`config.mk`:
```
export PLATFORM = sky130hd
export DESIGN_NAME = rx_line_state_event_flags
export DESIGN_NICKNAME = d
export VERILOG_FILES = /design/src/rtl/sync2.v /design/src/rtl/rx_line_state_event_flags.v
export VERILOG_INCLUDE_DIRS = /design/src /design/src/rtl
export SDC_FILE = /design/constraint.sdc
export NUM_CORES = 1
export LEC_CHECK = 0
export ABC_AREA = 0
export BUFFER_PORTS_ARGS = -buffer_cell sky130_fd_sc_hd__buf_4
export CORE_ASPECT_RATIO = 0.6
export CORE_MARGIN = 2
export CORE_UTILIZATION = 56
export DETAILED_ROUTE_END_ITERATION = 10
export PLACE_DENSITY_LB_ADDON = 0.08
export SLEW_MARGIN = 20
export SYNTH_ARGS = -nofsm -noshare
export SYNTH_HDL_FRONTEND = slang
export SYNTH_SLANG_ARGS = --single-unit
export TNS_END_PERCENT = 5
```
`constraint.sdc`:
```
create_clock -name clk_in -period 2.5 [get_ports clk_in]
set_input_delay 0.5 -clock clk_in [delete_from_list [all_inputs] [get_ports clk_in]]
set_output_delay 0.5 -clock clk_in [all_outputs]
set_load 0.02 [all_outputs]
```
`src/rtl/rx_event_regs.vh`:
```
// Register offsets, field positions, reset values and timing counts
// for the receive event flag bank. Definitions only.
`ifndef RX_EVENT_REGS_VH
`define RX_EVENT_REGS_VH

// Register offsets (byte addresses on the plain register port)
`define RX_FLAGS_A_ADDR     8'h09
`define RX_FLAGS_B_ADDR     8'h0a
`define RX_ENABLE_A_ADDR    8'h0b
`define RX_ENABLE_B_ADDR    8'h0c
`define RX_CTRL_ADDR        8'h40

// Flag B field positions
`define FB_IDLE             0
`define FB_TIMER            1
`define FB_ACTIVE           2
`define FB_UNK_VALID        3
`define FB_CSE              4
`define FB_SLIP             5
`define FB_LONG_IDLE        6
`define FB_SPARE            7

// Control register field positions
`define CTRL_CASCADE        0

// Reset values
`define FLAGS_B_RESET       8'h02
`define FLAGS_A_RESET       8'h20
`define ENABLE_RESET        8'h00
`define CTRL_RESET          8'h00

// Symbol codes, five bits each
`define SYM_IDLE            5'h1f
`define SYM_J               5'h18
`define SYM_K               5'h11

// Pair counts for idle detection
`define IDLE_PAIRS          4'h2
`define LONG_IDLE_PAIRS     4'h8

// Cascade start window after ready release
`define CHAIN_WIN_NS        80
`define CLK_NS              20
`define CHAIN_WIN_CYC       (`CHAIN_WIN_NS / `CLK_NS)

`endif

```
`src/rtl/sync2.v`:
```
// Two-flip-flop synchroniser for one level from outside the clock.
// Assumes the input is a level held well over two clock periods.
`timescale 1ns/1ps
module sync2 (
    input  wire clk_in,     // Local clock
    input  wire rst_n_in,   // Async reset, active low
    input  wire d_in,       // Level from outside
    output reg  q_out       // Synchronised level
);
    reg meta;

    // Two stages; first stage read by second only
    always @(posedge clk_in or negedge rst_n_in) begin
        if (!rst_n_in) begin
            meta  <= 1'b0;
            q_out <= 1'b0;
        end else begin
            meta  <= d_in;
            q_out <= meta;
        end
    end
endmodule // sync2

```
`src/rtl/rx_line_state_event_flags.v`:
```
// Receive line-state event flags B, enables A and B, flags A holding
// bits and the two interrupt summary bits.
// Assumes symbol pairs and line-state pulses come from logic on clk_in;
// the cascade start pin is asynchronous and synchronised here.
//
// How it works
// - New line state sets flag, keeps others
// - Summary B: any flag B with enable
// - Two idle pairs set idle flag
// - Timer flag set at zero, held until reload
// - Reset makes timer flag one
// - JK pair sets active flag
// - Unknown after active/idle sets bit three
// - Masked management condition sets bit four, cascade off only
// - Late cascade start sets bit four
// - Buffer slip sets sticky bit five
// - Eight idle pairs set long idle
// - Spare bit reads zero, writes ignored
// - Summary A: any flag A with enable
// - Enable A resets to zero
// - Enable A bit n gates flag A n
// - Flag A holds eight companion events
// - Noise counter zero sets noise expiry
//
// Added by the designer: the address-and-strobe port.
`timescale 1ns/1ps
`include "rx_event_regs.vh"
module rx_line_state_event_flags (
    input  wire       clk_in,            // Local clock, 50 MHz
    input  wire       rst_n_in,          // Async reset, active low
    input  wire [7:0] addr_in,           // Register address
    input  wire [7:0] wdata_in,          // Write data
    input  wire       wr_in,             // Write strobe
    input  wire       rd_in,             // Read strobe
    output reg  [7:0] rdata_out,         // Read data, cycle after rd
    input  wire       pair_valid_in,     // Symbol pair present
    input  wire [4:0] sym_hi_in,         // First symbol of pair
    input  wire [4:0] sym_lo_in,         // Second symbol of pair
    input  wire       unknown_in,        // No known line state now
    input  wire       state_cnt_zero_in, // State counter at zero
    input  wire       state_reload_in,   // Nonzero threshold loaded
    input  wire [7:0] conn_mgmt_cond_in, // Management condition bits
    input  wire [7:0] conn_mgmt_cond_mask_in, // Management mask bits
    input  wire       chain_ready_in,    // Cascade ready, local level
    input  wire       chain_start_in,    // Cascade start pin, async
    input  wire       slip_in,           // Elastic buffer over/under
    input  wire [7:0] flags_a_set_in,    // Companion event pulses
    input  wire       noise_cnt_zero_in, // Noise counter at zero
    input  wire       noise_reload_in,   // Noise threshold reloaded
    output reg        rx_cond_a_summary_out, // Summary A to cause reg
    output reg        rx_cond_b_summary_out  // Summary B to cause reg
);
    // ----------------------------------------
    // Registers and state
    // ----------------------------------------
    reg  [7:0] flags_b;
    reg  [7:0] flags_a;
    reg  [7:0] enable_a;
    reg  [7:0] enable_b;
    reg  [7:0] ctrl;
    reg  [3:0] idle_run;
    reg  [1:0] last_known;   // 0 none, 1 active/idle, 2 other
    reg        timer_hold;
    reg        noise_hold;
    reg        ready_d;
    reg  [2:0] win_cnt;
    reg        win_open;
    wire       start_sync;
    reg  [7:0] next_flags_b;
    reg  [7:0] next_flags_a;
    reg  [7:0] set_b;
    reg  [7:0] clr_b;
    reg  [7:0] clr_a;
    wire       idle_pair;
    wire       jk_pair;
    wire       chain_err;
    wire       cascade_on;

    localparam integer WIN_INT = `CHAIN_WIN_CYC;
    localparam [2:0]   WIN_CYC = WIN_INT[2:0];   // Window length in cycles

    // Cascade start pin synchroniser
    sync2 u_start_sync (
        .clk_in   (clk_in),
        .rst_n_in (rst_n_in),
        .d_in     (chain_start_in),
        .q_out    (start_sync)
    );

    assign idle_pair  = pair_valid_in && sym_hi_in == `SYM_IDLE
                        && sym_lo_in == `SYM_IDLE;
    assign jk_pair    = pair_valid_in && sym_hi_in == `SYM_J
                        && sym_lo_in == `SYM_K;
    assign cascade_on = ctrl[`CTRL_CASCADE];

    // ----------------------------------------
    // Line-state detection
    // ----------------------------------------
    // Idle pair run counter, saturates at eight
    always @(posedge clk_in or negedge rst_n_in) begin
        if (!rst_n_in) begin
            idle_run <= 4'h0;
        end else if (pair_valid_in) begin
            if (!idle_pair)
                idle_run <= 4'h0;
            else if (idle_run != `LONG_IDLE_PAIRS)
                idle_run <= idle_run + 4'h1;
        end
    end

    // Track most recent known state for unknown qualification
    always @(posedge clk_in or negedge rst_n_in) begin
        if (!rst_n_in) begin
            last_known <= 2'd0;
        end else if (jk_pair || idle_pair) begin
            last_known <= 2'd1;
        end else if (|flags_a_set_in[4:0]) begin
            last_known <= 2'd2;
        end
    end

    // Timer and noise holds: stay set until a reload is seen
    always @(posedge clk_in or negedge rst_n_in) begin
        if (!rst_n_in) begin
            timer_hold <= 1'b1;
            noise_hold <= 1'b1;
        end else begin
            if (state_cnt_zero_in)
                timer_hold <= 1'b1;
            else if (state_reload_in)
                timer_hold <= 1'b0;
            if (noise_cnt_zero_in)
                noise_hold <= 1'b1;
            else if (noise_reload_in)
                noise_hold <= 1'b0;
        end
    end

    // ----------------------------------------
    // Cascade start window
    // ----------------------------------------
    // Open a window on ready release; error if start is late
    always @(posedge clk_in or negedge rst_n_in) begin
        if (!rst_n_in) begin
            ready_d  <= 1'b0;
            win_open <= 1'b0;
            win_cnt  <= 3'h0;
        end else begin
            ready_d <= chain_ready_in;
            if (ready_d && !chain_ready_in && cascade_on) begin
                win_open <= 1'b1;
                win_cnt  <= 3'h0;
            end else if (win_open) begin
                if (start_sync || win_cnt == WIN_CYC)
                    win_open <= 1'b0;
                win_cnt <= win_cnt + 3'h1;
            end
        end
    end
    assign chain_err = win_open && !start_sync
                       && win_cnt == WIN_CYC;

    // ----------------------------------------
    // Flag set and clear
    // ----------------------------------------
    // Collect set sources and software clears
    always @* begin
        set_b = 8'h00;
        set_b[`FB_IDLE]      = idle_pair
                               && idle_run + 4'h1 >= `IDLE_PAIRS;
        set_b[`FB_TIMER]     = timer_hold;
        set_b[`FB_ACTIVE]    = jk_pair;
        set_b[`FB_UNK_VALID] = unknown_in
                               && last_known == 2'd1;
        set_b[`FB_CSE]       = cascade_on ? chain_err
                   : |(conn_mgmt_cond_in & conn_mgmt_cond_mask_in);
        set_b[`FB_SLIP]      = slip_in;
        set_b[`FB_LONG_IDLE] = idle_pair
                               && idle_run + 4'h1 >= `LONG_IDLE_PAIRS;
        clr_b = 8'h00;
        clr_a = 8'h00;
        if (wr_in && addr_in == `RX_FLAGS_B_ADDR)
            clr_b = ~wdata_in;
        if (wr_in && addr_in == `RX_FLAGS_A_ADDR)
            clr_a = ~wdata_in;
        // Set wins: clear first, then OR in sets; history kept
        next_flags_b = (flags_b & ~clr_b) | set_b;
        next_flags_b[`FB_SPARE] = 1'b0;
        next_flags_a = (flags_a & ~clr_a) | flags_a_set_in;
        next_flags_a[5] = next_flags_a[5] | noise_hold;
    end

    // Flag registers
    always @(posedge clk_in or negedge rst_n_in) begin
        if (!rst_n_in) begin
            flags_b <= `FLAGS_B_RESET;
            flags_a <= `FLAGS_A_RESET;
        end else begin
            flags_b <= next_flags_b;
            flags_a <= next_flags_a;
        end
    end

    // ----------------------------------------
    // Enable and control registers
    // ----------------------------------------
    // Plain read/write registers
    always @(posedge clk_in or negedge rst_n_in) begin
        if (!rst_n_in) begin
            enable_a <= `ENABLE_RESET;
            enable_b <= `ENABLE_RESET;
            ctrl     <= `CTRL_RESET;
        end else if (wr_in) begin
            case (addr_in)
                `RX_ENABLE_A_ADDR: enable_a <= wdata_in;
                `RX_ENABLE_B_ADDR: enable_b <= wdata_in;
                `RX_CTRL_ADDR:     ctrl     <= {7'h00, wdata_in[0]};
                default:           ctrl     <= ctrl;
            endcase
        end
    end

    // ----------------------------------------
    // Read data and summaries
    // ----------------------------------------
    // Read port, data one cycle after strobe; unmapped reads zero
    always @(posedge clk_in or negedge rst_n_in) begin
        if (!rst_n_in) begin
            rdata_out <= 8'h00;
        end else if (rd_in) begin
            case (addr_in)
                `RX_FLAGS_A_ADDR:  rdata_out <= flags_a;
                `RX_FLAGS_B_ADDR:  rdata_out <= flags_b;
                `RX_ENABLE_A_ADDR: rdata_out <= enable_a;
                `RX_ENABLE_B_ADDR: rdata_out <= enable_b;
                `RX_CTRL_ADDR:     rdata_out <= ctrl;
                default:           rdata_out <= 8'h00;
            endcase
        end else begin
            rdata_out <= 8'h00;
        end
    end

    // Masked summaries from current flags
    always @(posedge clk_in or negedge rst_n_in) begin
        if (!rst_n_in) begin
            rx_cond_a_summary_out <= 1'b0;
            rx_cond_b_summary_out <= 1'b0;
        end else begin
            rx_cond_a_summary_out <= |(flags_a & enable_a);
            rx_cond_b_summary_out <= |(flags_b & enable_b);
        end
    end
endmodule // rx_line_state_event_flags

```
Word level (Yosys, flattened, before mapping)
Index checks and enable logic that the tools add are counted.
{"block": "word_totals", "elab_cells": 92, "reg_bits": 57, "inputBits": 63}
{"block": "op_classes", "muxes": 18, "n_addsub": 2, "n_reduce_logical": 29, "n_lt_le_gt_ge": 2, "bitwise_logic": 11, "eq_ne": 13}
{"op": "$pmux W8 S5", "n": 1}
{"op": "$eq A8 B4 Y1 const B", "n": 4}
{"op": "$and A8 B8 Y8", "n": 3}
{"op": "$reduce_or A8 Y1", "n": 3}
{"op": "$eq A5 B5 Y1 const B", "n": 4}
{"op": "$mux W8", "n": 2}
{"op": "$not A8 Y8", "n": 2}
{"op": "$logic_and A1 B1 Y1", "n": 13}
{"op": "$and A7 B8 Y8", "n": 1}
{"op": "$eq A8 B7 Y1 const B", "n": 1}
{"op": "$mux W1", "n": 8}
{"op": "$mux W4", "n": 2}
{"op": "$or A8 B8 Y8", "n": 1}
{"op": "$reduce_and A2 Y1", "n": 4}
{"op": "$reduce_bool A2 Y1", "n": 4}
{"op": "$and A7 B7 Y7", "n": 1}
{"op": "$mux W7", "n": 1}
{"op": "$not A7 Y7", "n": 1}
{"op": "$or A7 B7 Y7", "n": 1}
{"op": "$mux W3", "n": 2}
{"op": "$reduce_or A5 Y1", "n": 1}
{"op": "$add A4 B1 Y4 const B", "n": 1}
{"op": "$ge A4 B2 Y1 const B", "n": 1}
{"op": "$ge A4 B4 Y1 const B", "n": 1}
{"op": "9 further kinds", "n": 12}

Longest topological paths before layout
{"block": "depth", "depth_word": 7, "ltp_mapped": 6, "mapped_depth_nobuf": 6}

By module
Synthesis repeated with hierarchy kept, for this count alone.
{"block": "unflattened", "cells_unflattened": 235, "area_unflattened_um2": 2727.6}
{"mod": "rx_line_state_event_flags", "seq_area_each_um2": 1381.3, "n_inst": 1, "cells_each": 233, "area_per_inst_um2": 2677.6}
{"mod": "sync2", "seq_area_each_um2": 50.0, "n_inst": 1, "cells_each": 2, "area_per_inst_um2": 50.0}

Worst setup path before layout
No wires, ideal clock.
{"block": "synth_timing", "path_type": "input -> register", "startpoint": "input port addr_in[5]", "endpoint": "register enable_b[0]", "arrival_time_ns": 1.560, "slack_ns": 0.816, "setup_ns": 0.125, "stages": 4, "n_path_buf": 1, "path_cell_list": "nor3_2 and4_1 buf_2 mux2_2"}
{"block": "synth_between", "elab_chain_cells": 2}
{"element": "from (decl)", "line_no": "rx_line_state_event_flags.v:31", "rtl": "input wire [7:0] addr_in,"}
{"element": "$eq A8 B4 Y1", "line_no": "rx_line_state_event_flags.v:214", "rtl": "case (addr_in)"}
{"element": "$reduce_and A2 Y1 (no line)"}
{"element": "to (signal assigned)", "line_no": "rx_line_state_event_flags.v:211", "rtl": "enable_b <= `ENABLE_RESET;"}
{"element": "to (signal assigned)", "line_no": "rx_line_state_event_flags.v:216", "rtl": "`RX_ENABLE_B_ADDR: enable_b <= wdata_in;"}
{"element": "to (decl)", "line_no": "rx_line_state_event_flags.v:59", "rtl": "reg [7:0] enable_b;"}
Every way passes these cells.
A chain may end at the register's enable or synchronous reset.

Final worst setup path
{"block": "layout_timing", "startpoint": "input port addr_in[5]", "endpoint": "register enable_b[4]"}
The elaborated chain is that of the path after synthesis.

==> run_results.csv <==
group,metric,value,unit
hold_path,hp-class,"input port to async pin",
floorplan,fp.dieH,57.6,microns
clock_network,clkSinkCount,57,
global_routing,grt_max_degree,58,
detailed_routing,wl_per_cell,16.8,microns
critical_path,path_depth,4,
timing,rsz0062_at_grt,"no",
synth,synth_cells,237,
timing,maxSlewViolCount,0,
critical_path,path_delay_family,"simple AND/OR/NAND/NOR gates",
critical_path,cp_cell_sequence,"buf_4, nor3_2, and4_1, mux2_2",
detailed_routing,wl_met2,2.65,mm
critical_path,crit_arrival,1.97,ns
clock_network,cts_tree,"yes",
synth,synth-edff-count,0,
critical_path,timing.rr.start,"idle_run[0]",
synth,synth_flop_cell,"dfrtp_1",
detailed_routing,drt_iter0_drc,142,
power,cellLeakagePower,1.66,nW
critical_path,start_kind,"input port",
timing,period_share,0.701,
critical_path,worstPathMaxFanout,8,
timing,relSlewSlack,0.534,
detailed_routing,viasPerCell,5.70,
floorplan,die_area,5380,sq um
placement,io_buffers,72,
global_routing,track_usage,0.268,
critical_path,crit_buf_inv,1,
synth,syn-mean-instance-area,11.3,sq um
detailed_routing,dr.pass1.iters,5,
critical_path,worstSetupEndpointType,"register",
critical_path,slowest_delay,0.54,ns
power,vdd_drop_max,0.000495,V
timing,max_freq,0.570,GHz
global_routing,grt_pass1_wl,10.6,mm
floorplan,die_w,93.4,microns
placement,preCtsSetupSlack,0.424,ns
detailed_routing,drt_wl_total,6.48,mm
synth,syn_nets,305,
clock_network,root_buffer,"clkbuf_8",
floorplan,initial_utilization,0.585,
placement,place.gp.congestion,0.854,
floorplan,ios,73,
synth,syn_area,2680,sq um
clock_network,htreeDepth,3,
detailed_routing,vias,2202,
timing,worstMarginPinSlew,0.699,ns
critical_path,crit_type,"input port to register",
timing,finalSetupViolCount,0,
clock_network,hold_buffers,0,
timing,layout_min_cycle_time,1.75,ns
critical_path,cp.required,2.71,ns
clock_network,cts_inserted_buffers,9,
synth,synthArstFlopShare,1.00,
cells_and_area,insertedDiodeCount,0,
detailed_routing,wl_met3,610,microns
global_routing,grt_pass1_vias,2106,
critical_path,cp-startpoint,"addr_in[5]",
clock_network,post_cts_buffers,0,
floorplan,rows,19,
detailed_routing,drc,0,
power,power_density,626,nW/um^2
timing,fin_hold_ws,0.208,ns
critical_path,rrSetupSlack,1.15,ns
cells_and_area,syn_to_final_growth,31.1,%
cells_and_area,mostFrequentLayoutCell,"buf_4",
job,maxCapViolCount,0,
outcome,status,"complete, no violations",
detailed_routing,drtAntennaViolNets,0,
timing,finalWorstSetupSlack,0.747,ns
timing,fin_tns_setup,0,ns
cells_and_area,drive_gt1_frac,0.372,
critical_path,cp_slowest_cell,"and4_1",
synth,ys_warn_count,0,
global_routing,gr-total-overflow,0,
cells_and_area,mostFrequentLayoutCells,"74 x buf_4, 53 x dfrtp_1, 22 x mux2_2, 19 x o21ai_0",
timing,hold_viol_final,0,
clock_network,cts.clk_slew.worst_paths,0.06,ns
critical_path,r2r_cells,6,
floorplan,core_area,4590,sq um
timing,clock_skew,0.00789,ns
detailed_routing,wl_met1,3.17,mm
clock_network,clk_path_buf_depth,2,
synth,ys_seq_area_frac,0.534,
placement,dp_hpwl,4.81,mm
synth,ys_ff_latch,57,
detailed_routing,top_layer,"met4",
global_routing,antenna_found_initial,0,
critical_path,r2r_end,"idle_run[0]",
synth,synth_cell_type_count,41,
clock_network,clk_latency,0.33,ns
cells_and_area,final_nets,386,
critical_path,endpoint,"enable_b[4]",
clock_network,cts_resized,0,
==> worst min-delay path by stage <==
stage                               to  slack, ns  cells past startpoint
floorplan                      ctrl[0]       0.20                      0
global placement    u_start_sync.q_out       0.34                      0
detailed placement  u_start_sync.q_out       0.34                      0
CTS                         flags_a[4]       0.23                      1
global route                flags_a[1]       0.26                      1
finish                     idle_run[0]       0.21                      1
==> sequential cells by signal, summed over array words and instances, names as in the netlist <==
register,flops
rdata_out,8
noise_hold,1
idle_run,4
ready_d,1
enable_b,8
u_start_sync.meta,1
timer_hold,1
u_start_sync.q_out,1
enable_a,8
flags_a,8
win_cnt,3
ctrl,1
win_open,1
rx_cond_b_summary_out,1
last_known,2
flags_b,7
rx_cond_a_summary_out,1
==> layout make-up <==
class | count | area [sq um]
tap | 63 | 78.8
inverter | 7 | 26.3
clock inverter | 2 | 35.0
timing repair buffer | 74 | 556
fill | 329 | 1070
multi-input combinational | 169 | 1210
clock buffer | 14 | 183
sequential | 57 | 1430
==> metrics by stage <==
stage          utilization  cells  area (sq um)  total power, mW
2_1_floorplan            -    237          2680             1.15
3_3_place_gp         0.719    370          3300             1.29
3_5_place_dp         0.719    370          3300             1.30
4_1_cts              0.767    386          3520             2.21
5_1_grt              0.767    386          3520             2.31
6_report             0.767    386          3520             2.20
==> routing by layer <==
metal	vias to the layer above	global-route usage
li1	1035	-
met1	1059	0.413
met2	100	0.363
met3	8	0.0923
met4	0	0.0714
met5	-	0
==> power breakdown <==
| group | switching [mW] | leakage, nW | internal (mW) |
|---|---|---|---|
| Clock | 0.349 | 0.113 | 0.568 |
| Combinational | 0.125 | 0.839 | 0.145 |
| Sequential | 0.0378 | 0.710 | 0.975 |
==> cells in the mapped netlist, types with 2 or more instances <==
cell type / n / area share
nor2b_1: 7 / 0.016
nand4_1: 4 / 0.0093
nor2_1: 16 / 0.022
nand4b_1: 2 / 0.0065
clkbuf_1: 2 / 0.0028
xnor2_1: 3 / 0.0098
o22a_1: 2 / 0.0065
nand3b_1: 2 / 0.0056
xor2_1: 2 / 0.0065
o21ai_0: 19 / 0.035
ha_1: 5 / 0.023
inv_1: 7 / 0.0098
nand2_1: 14 / 0.020
dfstp_2: 4 / 0.039
nand3_1: 8 / 0.015
and3b_1: 2 / 0.0065
mux2_2: 22 / 0.092
a21o_1: 4 / 0.011
a22o_1: 2 / 0.0065
nor4_1: 3 / 0.0070
a22oi_1: 16 / 0.045
nand2b_1: 11 / 0.026
a21oi_1: 3 / 0.0056
dfrtp_1: 53 / 0.49
mux2i_1: 4 / 0.015
buf_2: 2 / 0.0037
o21a_1: 4 / 0.011
==> cells by family after synthesis <==
kind of cell	after synthesis	share of synthesized area
compound gates	56	0.142
xor+xnor	5	0.0163
fa+ha+maj	5	0.0233
buf+inv	11	0.0163
flops	57	0.534
mux	26	0.107
simple gates	77	0.161
Power figures use the tool's default switching activity.
